--- config.mk ---
export PLATFORM = sky130hd
export DESIGN_NAME = pcc_conv_ctrl
export DESIGN_NICKNAME = d
export VERILOG_FILES = /design/src/verilog/pcc_pkg.sv /design/src/verilog/pcc_conv_ctrl.sv
export VERILOG_INCLUDE_DIRS = /design/src /design/src/verilog
export SDC_FILE = /design/constraint.sdc
export NUM_CORES = 1
export LEC_CHECK = 0
export BUFFER_PORTS_ARGS = -buffer_cell sky130_fd_sc_hd__buf_2
export CORE_UTILIZATION = 51
export CTS_CLUSTER_DIAMETER = 100
export DETAILED_ROUTE_END_ITERATION = 7
export PLACE_DENSITY = 0.77
export SYNTH_ARGS = -nofsm -noshare
export SYNTH_HDL_FRONTEND = slang
export SYNTH_SLANG_ARGS = --single-unit
--- constraint.sdc ---
create_clock -name clk -period 2.6 [get_ports clk]
set_input_delay 0.13 -clock clk [delete_from_list [all_inputs] [get_ports clk]]
set_output_delay 0.13 -clock clk [all_outputs]
set_load 0.01 [all_outputs]
--- src/verilog/pcc_params.svh ---
`ifndef PCC_PARAMS_SVH
`define PCC_PARAMS_SVH
`define PCC_CLK_HZ 100000000
`define PCC_ODR_10_HZ 10
`define PCC_ODR_50_HZ 50
`define PCC_ODR_60_HZ 60
`define PCC_ODR_120_HZ 120
`define PCC_RATE_10 2'h3
`define PCC_RATE_50 2'h2
`define PCC_RATE_60 2'h1
`define PCC_RATE_120 2'h0
`define PCC_GAIN_1 8'h01
`define PCC_GAIN_8 8'h08
`define PCC_GAIN_64 8'h40
`define PCC_GAIN_128 8'h80
`define PCC_SETTLE_PERIODS 3'h4
`define PCC_PRE_HIGH_CYC 24'h00_0010
`define PCC_DATA_W 24
`define PCC_BITS 5'h18
`define PCC_MSB_FLIP 24'h80_0000
`define PCC_REG_CTRL 8'h00
`define PCC_REG_STATUS 8'h04
`define PCC_REG_DATA 8'h08
`define PCC_CTRL_RESTART 0
`define PCC_DATA_RST 24'h00_0000
`endif

--- src/verilog/pcc_pkg.sv ---
`default_nettype none
package pcc_pkg;
  typedef logic [1:0] pcc_rate_t;
  typedef logic [23:0] pcc_word_t;
  typedef enum logic [1:0] {ST_WAIT, ST_READY, ST_SHIFT, ST_DONE} pcc_state_t;
endpackage
`default_nettype wire

--- src/verilog/pcc_conv_ctrl.sv ---
`timescale 1ns/10ps
`default_nettype none
`include "pcc_params.svh"
module pcc_conv_ctrl #(
  parameter logic [23:0] PER_10 = 24'(`PCC_CLK_HZ / `PCC_ODR_10_HZ),
  parameter logic [23:0] PER_50 = 24'(`PCC_CLK_HZ / `PCC_ODR_50_HZ),
  parameter logic [23:0] PER_60 = 24'(`PCC_CLK_HZ / `PCC_ODR_60_HZ),
  parameter logic [23:0] PER_120 = 24'(`PCC_CLK_HZ / `PCC_ODR_120_HZ)
) (
  // Clock and reset
  input wire logic clk,
  input wire logic nrst,
  // Configuration pins
  input wire logic rate_select_hi,
  input wire logic rate_select_lo,
  input wire logic gain_select_hi,
  input wire logic gain_select_lo,
  input wire logic input_pair_select,
  input wire logic temp_select,
  // Serial link
  input wire logic sclk,
  output logic dout_rdy,
  // Filter and modulator side
  input wire pcc_pkg::pcc_word_t filt_data,
  output logic mod_reset,
  output logic sel_first_input_pair,
  output logic sel_second_input_pair,
  output logic sel_temp,
  output logic [7:0] gain_value,
  output logic [6:0] notch_base_hz,
  output logic notch_extra_60,
  // APB slave
  input wire logic psel,
  input wire logic penable,
  input wire logic pwrite,
  input wire logic [7:0] paddr,
  input wire logic [31:0] pwdata,
  output logic [31:0] prdata,
  output logic pready,
  output logic pslverr
);
  import pcc_pkg::*;

  function automatic logic [23:0] rate_period(input pcc_rate_t r);
    case (r)
      `PCC_RATE_10: rate_period = PER_10;
      `PCC_RATE_50: rate_period = PER_50;
      `PCC_RATE_60: rate_period = PER_60;
      default: rate_period = PER_120;
    endcase
  endfunction

  function automatic logic [7:0] gain_of(input logic [1:0] g);
    case (g)
      2'h0: gain_of = `PCC_GAIN_1;
      2'h1: gain_of = `PCC_GAIN_8;
      2'h2: gain_of = `PCC_GAIN_64;
      default: gain_of = `PCC_GAIN_128;
    endcase
  endfunction

  // First notch sits at the output data rate, whatever the period parameters
  function automatic logic [6:0] notch_of(input pcc_rate_t r);
    case (r)
      `PCC_RATE_10: notch_of = 7'(`PCC_ODR_10_HZ);
      `PCC_RATE_50: notch_of = 7'(`PCC_ODR_50_HZ);
      `PCC_RATE_60: notch_of = 7'(`PCC_ODR_60_HZ);
      default: notch_of = 7'(`PCC_ODR_120_HZ);
    endcase
  endfunction

  // Two-flop synchronisers for every pin, sclk included
  logic [6:0] sync1_q;
  logic [6:0] sync2_q;
  always_ff @(posedge clk or negedge nrst) begin
    if (!nrst) begin
      sync1_q <= 7'h40; // Serial clock idles high, so no false edge after reset
      sync2_q <= 7'h40;
    end else begin
      sync1_q <= {sclk, temp_select, input_pair_select, gain_select_hi, gain_select_lo,
                  rate_select_hi, rate_select_lo};
      sync2_q <= sync1_q;
    end
  end

  wire pcc_rate_t rate_code = sync2_q[1:0];
  wire [1:0] gain_code = sync2_q[3:2];
  wire pair_hi = sync2_q[4];
  wire temp_on = sync2_q[5];
  wire sclk_s = sync2_q[6];

  // Previous sampled config; a power-up mismatch, present only when a config pin is high, acts as the start-up reset
  logic [5:0] cfg_prev_q;
  logic sclk_prev_q;
  always_ff @(posedge clk or negedge nrst) begin
    if (!nrst) begin
      cfg_prev_q <= 6'h00;
      sclk_prev_q <= 1'b1;
    end else begin
      cfg_prev_q <= sync2_q[5:0];
      sclk_prev_q <= sclk_s;
    end
  end

  // Change detection and restart sources
  wire cfg_change = sync2_q[5:0] != cfg_prev_q;
  wire apb_wr = psel & penable & pwrite;
  wire hit_ctrl = paddr == `PCC_REG_CTRL;
  wire hit_status = paddr == `PCC_REG_STATUS;
  wire hit_data = paddr == `PCC_REG_DATA;
  wire soft_restart = apb_wr & hit_ctrl & pwdata[`PCC_CTRL_RESTART];
  wire restart = cfg_change | soft_restart;
  wire sclk_fall = sclk_prev_q & ~sclk_s;
  wire sclk_rise = ~sclk_prev_q & sclk_s;

  // Conversion period timing at the selected rate
  logic [23:0] per_cnt_q;
  logic [2:0] settle_cnt_q;
  wire [23:0] period_sel = rate_period(rate_code);
  wire per_end = per_cnt_q == period_sel - 24'h00_0001;
  wire pre_high = per_cnt_q == period_sel - `PCC_PRE_HIGH_CYC;
  wire settled_now = settle_cnt_q >= `PCC_SETTLE_PERIODS - 3'h1;
  wire conv_done = per_end & ~restart & settled_now;

  always_ff @(posedge clk or negedge nrst) begin
    if (!nrst) begin
      per_cnt_q <= 24'h00_0000;
      settle_cnt_q <= 3'h0;
    end else if (restart) begin
      per_cnt_q <= 24'h00_0000;
      settle_cnt_q <= 3'h0;
    end else begin
      per_cnt_q <= per_end ? 24'h00_0000 : per_cnt_q + 24'h00_0001;
      if (per_end && settle_cnt_q < `PCC_SETTLE_PERIODS)
        settle_cnt_q <= settle_cnt_q + 3'h1;
    end
  end

  // Cycles since the last restart; only the settle-span check reads it
  logic [25:0] since_q;
  logic first_q;
  always_ff @(posedge clk or negedge nrst) begin
    if (!nrst) begin
      since_q <= 26'h000_0000;
      first_q <= 1'b1;
    end else if (restart) begin
      since_q <= 26'h000_0000;
      first_q <= 1'b1;
    end else begin
      since_q <= (&since_q) ? since_q : since_q + 26'h000_0001; // Saturates, never wraps
      if (conv_done)
        first_q <= 1'b0;
    end
  end
  wire [25:0] settle_span = {period_sel, 2'b00} - 26'h000_0001;

  // Result capture, offset binary from two's complement filter output
  pcc_word_t data_q;
  pcc_word_t shift_q;
  wire pcc_word_t ofs_bin = filt_data ^ `PCC_MSB_FLIP;
  always_ff @(posedge clk or negedge nrst) begin
    if (!nrst)
      data_q <= `PCC_DATA_RST;
    else if (conv_done)
      data_q <= ofs_bin;
  end

  // Serial output state; a pending read is simply lost on restart
  pcc_state_t state_q;
  logic dout_q;
  logic [4:0] bit_cnt_q;
  always_ff @(posedge clk or negedge nrst) begin
    if (!nrst) begin
      state_q <= ST_WAIT;
      dout_q <= 1'b1;
      bit_cnt_q <= 5'h00;
      shift_q <= `PCC_DATA_RST;
    end else if (restart) begin
      state_q <= ST_WAIT;
      dout_q <= 1'b1;
    end else if (conv_done) begin
      state_q <= ST_READY;
      dout_q <= 1'b0;
      bit_cnt_q <= 5'h00;
      shift_q <= ofs_bin;
    end else begin
      case (state_q)
        ST_READY, ST_SHIFT: begin
          if (pre_high) begin
            state_q <= ST_DONE;
            dout_q <= 1'b1;
          end else if (sclk_fall && bit_cnt_q < `PCC_BITS) begin
            state_q <= ST_SHIFT;
            dout_q <= shift_q[23];
            shift_q <= {shift_q[22:0], 1'b1};
            bit_cnt_q <= bit_cnt_q + 5'h01;
          end else if (sclk_rise && bit_cnt_q == `PCC_BITS) begin
            state_q <= ST_DONE;
            dout_q <= 1'b1;
          end
        end
        ST_WAIT, ST_DONE: dout_q <= 1'b1;
        default: state_q <= ST_WAIT;
      endcase
    end
  end
  assign dout_rdy = dout_q;

  // Modulator reset pulse and front-end selection
  logic mod_reset_q;
  logic sel_first_q;
  logic sel_second_q;
  logic sel_temp_q;
  logic [7:0] gain_q;
  logic [6:0] notch_q;
  logic notch60_q;
  always_ff @(posedge clk or negedge nrst) begin
    if (!nrst) begin
      mod_reset_q <= 1'b1;
      sel_first_q <= 1'b0;
      sel_second_q <= 1'b0;
      sel_temp_q <= 1'b0;
      gain_q <= `PCC_GAIN_1;
      notch_q <= 7'h00;
      notch60_q <= 1'b0;
    end else begin
      mod_reset_q <= restart;
      sel_temp_q <= temp_on;
      sel_first_q <= ~temp_on & ~pair_hi;
      sel_second_q <= ~temp_on & pair_hi;
      gain_q <= gain_of(gain_code);
      // Filter order is fixed so every rate keeps over 53 dB stop band
      notch_q <= notch_of(rate_code);
      notch60_q <= rate_code == `PCC_RATE_50;
    end
  end
  assign mod_reset = mod_reset_q;
  assign sel_first_input_pair = sel_first_q;
  assign sel_second_input_pair = sel_second_q;
  assign sel_temp = sel_temp_q;
  assign gain_value = gain_q;
  assign notch_base_hz = notch_q;
  assign notch_extra_60 = notch60_q;

  // APB read data latched in the setup phase, zero wait states
  logic [31:0] prdata_q;
  wire [31:0] status_word = {24'h00_0000, temp_on, pair_hi, gain_code, rate_code,
                             state_q == ST_WAIT, dout_q};
  wire [31:0] rd_mux = hit_status ? status_word :
                       hit_data ? {8'h00, data_q} : 32'h0000_0000;
  always_ff @(posedge clk or negedge nrst) begin
    if (!nrst)
      prdata_q <= 32'h0000_0000;
    else if (psel && !penable)
      prdata_q <= rd_mux;
  end
  assign prdata = prdata_q;
  assign pready = 1'b1;
  assign pslverr = psel & penable & ~(hit_ctrl | hit_status | hit_data);
endmodule // pcc_conv_ctrl
`default_nettype wire

==> results of run 1 <==
## sequential cells by signal, indices dropped and copies added (netlist names), 2 cells and up
| signal | flops |
|---|---|
| data_q | 24 |
| per_cnt_q | 24 |
| prdata | 24 |
| shift_q | 24 |
| sync1_q | 7 |
| sync2_q | 7 |
| cfg_prev_q | 6 |
| bit_cnt_q | 5 |
| notch_base_hz | 5 |
| gain_value | 4 |
| settle_cnt_q | 3 |
| state_q | 2 |
## power by group through the flow
stage / sequential [W] / clock (W) / combinational, W
3_3_place_gp: 0.00229 / 0 / 0.000267
4_1_cts: 0.00226 / 0.00227 / 0.000345
6_report: 0.00226 / 0.00231 / 0.000393
5_1_grt: 0.00226 / 0.00239 / 0.000417
2_1_floorplan: 0.00231 / 0 / 0.000118
3_5_place_dp: 0.00230 / 0 / 0.000275
## stage by stage
step / worst slack [ns] / TNS [ns]
after detailed placement: -0.479 / -12.03
final: -0.185 / -7.03
after CTS: -0.0501 / -0.588
after floorplan: -0.00140 / -0.0279
after global routing: -0.236 / -11.44
after global placement: -0.274 / -5.91
## area by class of cell
class	count	area, sq um	share of cell area (%)
multi-input cells	443	3930	39.6
flip-flops and latches	141	3540	35.7
repair buffers	184	1530	15.4
clock buffers	24	492	4.96
well taps	176	220	2.22
inverters	38	153	1.54
clock inverters	8	57.6	0.580
## cells in the final DEF, fill, tap and decap left out, drive strengths merged, types with 4 or more instances in the layout
cell,n
a221oi,28
clkinvlp,4
nor4b,5
xnor2,17
dfrtp,135
and3,10
nor4,28
ha,13
nand4,7
a21oi,27
o21ai,6
dfstp,6
nand2,73
nor2b,7
inv,40
buf,151
dlygate4sd3,30
xor2,21
clkbuf,27
nor2,58
nor3,5
mux2i,28
conb,14
nand3,30
mux2,23
## worst max-delay path, delay by kind of cell, from the launching register on
kind,cells,cell delay (ns)
buffers and inverters,4,0.61
and+or+nand+nor,3,0.88
adders and majority gates,1,0.16
AOI/OAI and AO/OA,3,0.52
DFF,1,0.46
## worst max-delay path by stage
stage | from | endpoint | slack, ns | depth (start not counted)
finish | sync2_q[0]$_DFF_PN0_ | shift_q[9]$_DFFE_PN0P_ | -0.19 | 11
global route | sync2_q[0]$_DFF_PN0_ | data_q[21]$_DFFE_PN0P_ | -0.24 | 13
CTS | sync2_q[1]$_DFF_PN0_ | data_q[12]$_DFFE_PN0P_ | -0.05 | 10
detailed placement | sync2_q[0]$_DFF_PN0_ | shift_q[11]$_DFFE_PN0P_ | -0.48 | 8
global placement | sync2_q[0]$_DFF_PN0_ | shift_q[19]$_DFFE_PN0P_ | -0.27 | 8
floorplan | sync2_q[1]$_DFF_PN0_ | data_q[10]$_DFFE_PN0P_ | -0.001 | 11
## per-layer routing
metal / part of all wire, % / track usage (%)
met2: 50 / 49.6
met5: 0 / 0
met3: 7.4 / 6.85
met4: 7.2 / 16.3
met1: 35 / 34.5
## kinds of logic (layout without fill, tap and decap cells)
family	count (synthesis)	count (layout)	synth area share, %
AOI/OAI and AO/OA	86	87	9.02
muxes	51	51	8.90
adders and majority gates	13	13	2.31
buffers and inverters	89	254	6.58
xor gates and xnor gates	38	38	4.73
and+or+nand+nor	240	240	18.1
DFF	141	141	50.3
other	2	14	0.107
## what timing repair did
action                                  in CTS  in global routing
buffers inserted                            16                 11
hold endpoints to repair                    98                  0
gates resized for setup                     37                114
endpoints found under the setup margin      70                 83
pin swaps                                    6                 30
hold buffers                                30                  0
gates cloned                                 4                  3
==> metrics.yaml, run 1 <==
outcome:
  status: "finished, violations left"
  violations: "setup timing"
grt:
  grt_pass1_wl_mm: 32.0
  track_usage_pct: 29.4
  grt_pass1_vias: 6262
  grt_overflow: 0
  grt_max_degree: 68
  antenna_found_initial: 0
power_and_ir_drop:
  power_density_nw_per_um2: 500
  pwr-share-clk_pct: 46.5
  leakage_nw: 4.83
  power.total_w: 0.00496
  comb_power_share_pct: 7.9
  peakVddDrop_mv: 0.501
  p_sw_share_pct: 25.0
  intPower_w: 0.00372
  p_sw_w: 0.00124
  p_seq_share_pct: 45.6
synthesis:
  synth_top_area_cell: "dfrtp_1"
  synthArstFlopShare_pct: 100
  synth_edf_count: 0
  yosysWarnings: 0
  ys_top_cells_by_area: "dfrtp_1 (48%), mux2_4 (4.9%), mux2i_1 (4.0%), nand2_1 (3.9%), a221oi_1 (3.5%)"
  yosysMostFrequentCell: "dfrtp_1"
  avgSynthCellArea_sq_um: 10.7
  synth_seq_cells: 141
  ys_seq_area_share_pct: 50.3
  synth.distinct_cells: 58
  synthCells: 660
  synth_ff_type: "dfrtp_1"
  synthesis.area_sq_um: 7030
  yosysTopAreaCellShare_pct: 48.0
  ys_top_cells_by_count: "dfrtp_1 (135), nand2_1 (73), nor2_1 (58)"
worst_hold_path:
  min-delay-start: "filt_data[1]"
  min_to: "data_q[1]$_DFFE_PN0P_"
  hold_path_class: "primary input to flop"
  holdPathStages: 2
setup_path:
  cp_slowest_cell: "dfrtp_2"
  endpoint_kind: "flop"
  worst-r2r-setup-slack_ns: -0.19
  required_ns: 2.90
  ff2ff_path_depth: 11
  r2r_start: "sync2_q[0]$_DFF_PN0_"
  slowest_delay_ns: 0.46
  critPathKind: "flop to flop"
  cp-start-kind: "flop"
  r2r-end: "shift_q[9]$_DFFE_PN0P_"
  crit_chain: "buf_12 > ha_4 > or3_4 > a211o_1 > o21ai_4 > buf_6 > buf_6 > nand3_4 > clkbuf_16 > nor4_4 > a21oi_1"
  worstPathArrival_ns: 3.09
  crit_top_cell: "buf_6"
  crit_path_max_fanout: 6
flow_run:
  max_cap_violations: 0
cts:
  htreeDepth: 4
  cts_buffers: 17
  cts_root_buffer: "clkbuf_16"
  cts.path.max_buffers: 2
  clock_sinks: 141
  clk_latency_ns: 0.44
  cts_tree: "built"
  cts.clk_slew.worst_paths_ns: 0.06
detailed_routing:
  wl_mm: 24.3
  detailedRoute.firstIterationViolations: 733
  drc: 0
  viasPerCell: 6.37
  wl_per_cell_um: 24.0
  num_vias: 6455
  final_antenna_net_count: 0
  dr.pass1.iters: 7
sta:
  hold_ws_ns: 0.0398
  rsz0062_at_grt: "true"
  max-slew-margin-rel_pct: 29.2
  finalSetupViolations: 75
  worst_slack_ns: -0.185
  hold_viol: 0
  fin_crit_sh_pct: 107
  fmax_mhz: 359
  max_slew.worst_pin.slew_ns: 1.06
  fin_crit_ns: 2.79
  slew_violations: 0
  clock_skew_ns: 0.0130
floorplan:
  fp.dieH_um: 119
  io_pins: 131
  dieArea_sq_um: 14300
  initial_core_util_pct: 52.7
  core-area_sq_um: 13300
  die_x_um: 119
  rows: 42
placed_design:
  io_buffer_count: 85
  gp_congestion: 0.840
  place_area_sq_um: 7820
  post-dp-hpwl_mm: 11.6
  placedCellCount: 924
finish:
  fin_area_sq_um: 9920
  diodes: 0
  instances_no_fill: 1014
  num-nets-final: 914
  syn_to_final_growth_pct: 41.0
  n_fill_cell: 739
  drive_above_1_share_pct: 37.1
  utilization_pct: 74.3
Power figures use the tool's default switching activity.
==> run 2, diff against run 1 <==
--- a/config.mk
+++ b/config.mk
@@ -11,6 +11,7 @@
 export CTS_CLUSTER_DIAMETER = 100
 export DETAILED_ROUTE_END_ITERATION = 7
 export PLACE_DENSITY = 0.77
+export SKIP_CTS_REPAIR_TIMING = 1
 export SYNTH_ARGS = -nofsm -noshare
 export SYNTH_HDL_FRONTEND = slang
 export SYNTH_SLANG_ARGS = --single-unit
==> run 2 against run 1 <==
Effect of this change: design area fell by 8.2%; setup slack improved by 0.074 ns; routed wire length fell by 18%; the run still ends with setup timing left; register-to-register slack improved by 0.07 ns; clock skew fell by 0.0031 ns; global-route usage fell by 4.4 points; highest routed layer unchanged; power fell by 1.7%; via count fell by 8.0%; largest power group unchanged; flip-flop and latch count did not move; utilization fell by 6.1 points.
==> metrics.yaml, run 2 (synthesized netlist as in run 1, its figures left out) <==
finish:
  syn_to_final_growth_pct: 29.5  # was 41.0%
  final_common_cell: "dfrtp_1"  # unchanged
  utilization_pct: 68.2  # was 74.3%
  diodes: 0  # unchanged
  num-nets-final: 895  # was 914
  instances_no_fill: 995  # was 1014
  drive_above_1_share_pct: 31.1  # was 37.1%
  final_cell_mix: "dfrtp_1 (133), buf_2 (84), nand2_1 (72)"  # was dfrtp_1 (133), buf_2 (84), nand2_1 (73)
power_and_ir_drop:
  power_density_nw_per_um2: 535  # was 500 nW/um^2
  peakVddDrop_mv: 0.517  # was 0.501 mV
  leakage_nw: 4.46  # was 4.83 nW
outcome:
  status: "finished, violations left"  # unchanged
  violations: "setup timing"  # unchanged
floorplan:
  dieArea_sq_um: 14300  # unchanged
  core-area_sq_um: 13300  # unchanged
  io_pins: 131  # unchanged
  rows: 42  # unchanged
  initial_core_util_pct: 52.7  # unchanged
  die_x_um: 119  # unchanged
  fp.dieH_um: 119  # unchanged
placed_design:
  dp_worst_setup_slack_ns: -0.479  # unchanged
  post-dp-hpwl_mm: 11.6  # unchanged
  placedCellCount: 924  # unchanged
  io_buffer_count: 85  # unchanged
  gp_congestion: 0.840  # unchanged
cts:
  cts.path.max_buffers: 2  # unchanged
  clk_latency_ns: 0.43  # was 0.44 ns
  cts_buffers: 17  # unchanged
  clock_sinks: 141  # unchanged
  htreeDepth: 4  # unchanged
  cts.clk_slew.worst_paths_ns: 0.06  # about the same
  cts_tree: "built"  # unchanged
  cts_root_buffer: "clkbuf_16"  # unchanged
sta:
  setup_tns_ns: -3.25  # was -7.03 ns
  fmax_mhz: 369  # was 359 MHz
  max_slew.worst_pin.slew_ns: 1.08  # was 1.06 ns
  slew_violations: 0  # unchanged
  rsz0062_at_grt: "true"  # unchanged
  finalSetupViolations: 49  # was 75
  max-slew-margin-rel_pct: 27.7  # was 29.2%
  fin_crit_sh_pct: 104  # was 107%
  worst_slack_ns: -0.112  # was -0.185 ns
  hold_ws_ns: 0.000268  # was 0.0398 ns
  clock_skew_ns: 0.00998  # was 0.0130 ns
  fin_crit_ns: 2.71  # was 2.79 ns
  hold_viol: 0  # unchanged
detailed_routing:
  wl_per_cell_um: 20.0  # was 24.0 um
  num_vias: 5937  # was 6455
  viasPerCell: 5.97  # was 6.37
  dr.pass1.iters: 5  # was 7
  detailedRoute.firstIterationViolations: 626  # was 733
  drc: 0  # unchanged
  final_antenna_net_count: 0  # unchanged
  wl_mm: 19.9  # was 24.3 mm
grt:
  grt_pass1_wl_mm: 27.8  # was 32.0 mm
  grt_overflow: 0  # unchanged
  track_usage_pct: 25.0  # was 29.4%
  grt_max_degree: 68  # unchanged
  grt_pass1_vias: 5629  # was 6262
  antenna_found_initial: 0  # unchanged
worst_hold_path:
  hold_path_class: "primary input to flop"  # unchanged
flow_run:
  max_cap_violations: 0  # unchanged
setup_path:
  crit_path_max_fanout: 7  # was 6
  cp-start-kind: "flop"  # unchanged
  required_ns: 2.91  # was 2.90 ns
  slowest_delay_ns: 0.43  # was 0.46 ns
  worstPathArrival_ns: 3.02  # was 3.09 ns
  crit_chain: "inv_2 > ha_2 > or3_4 > a211o_1 > o21ai_4 > buf_6 > and2_4 > nand4b_4 > clkbuf_16 > mux2_4"  # was buf_12 > ha_4 > or3_4 > a211o_1 > o21ai_4 > buf_6 > buf_6 > nand3_4 > clkbuf_16 > nor4_4 > a21oi_1
  endpoint_kind: "flop"  # unchanged
  cp_num_buf_inv: 3  # was 4
  critPathKind: "flop to flop"  # unchanged
  crit_family: "simple AND/OR/NAND/NOR gates"  # unchanged
  cp_slowest_cell: "dfrtp_2"  # unchanged
==> run 2: cell count changes in the layout (fill, tap and decap cells not counted), moves of 9 or more <==
cell,delta
a221oi_1,+16
a221oi_2,-11
dlygate4sd3_1,-10
nor4_2,+10
nor4_4,-20
nor4_1,+10
buf_6,-9
==> run 2: worst reg2reg max path, stage by stage, from the launching register on <==
cell and delay [ns]:
dfrtp_2 0.43, inv_2 0.08, ha_2 0.23, or3_4 0.35, a211o_1 0.32, o21ai_4 0.12
buf_6 0.16, and2_4 0.16, nand4b_4 0.20, clkbuf_16 0.25, mux2_4 0.31
==> run 2: path summary, 6_finish.rpt <==
kind                                      start                endpoint  slack, ns  cells after the start
setup / recovery           sync2_q[0]$_DFF_PN0_   data_q[3]$_DFFE_PN0P_      -0.11                     10
hold / removal                     filt_data[3]   data_q[3]$_DFFE_PN0P_     0.0003                      2
setup reg to reg           sync2_q[0]$_DFF_PN0_   data_q[3]$_DFFE_PN0P_      -0.11                     10
hold reg to reg            sync1_q[6]$_DFF_PN1_    sync2_q[6]$_DFF_PN1_       0.36                      0
max in group asynchronous                  nrst    sync2_q[6]$_DFF_PN1_       1.60                      3
min in group asynchronous                  nrst  prdata[12]$_DFFE_PN0P_       0.28                      2
==> run 2: final cells by class <==
type	instances	area (sq um)
inverters	38	148
well taps	176	220
flip-flops and latches	141	3540
fillers	915	4240
clock inverters	8	57.6
multi-input cells	443	3380
clock buffers	24	492
repair buffers	165	1270
==> run 2: metal layers <==
layer	wire length [um]	vias up	track usage, %	part of all wire, %
met5	0	-	0	0
met4	778	0	11.3	3.9
met3	1430	73	4.45	7.2
met2	10100	346	42.9	51
met1	7650	2939	30.6	38
li1	-	2579	-	-
==> run 2: where the power goes <==
group	internal (W)	switching, W
logic	0.000134	0.000202
registers	0.00224	0.0000230
clock network	0.00132	0.000953
total	0.00369	0.00118
==> run 2: per-stage QoR <==
stage / area (sq um) / power, W
2_1_floorplan: 7130 / 0.00242
3_3_place_gp: 7820 / 0.00256
3_5_place_dp: 7820 / 0.00257
4_1_cts: 8360 / 0.00480
5_1_grt: 9110 / 0.00501
6_report: 9110 / 0.00487
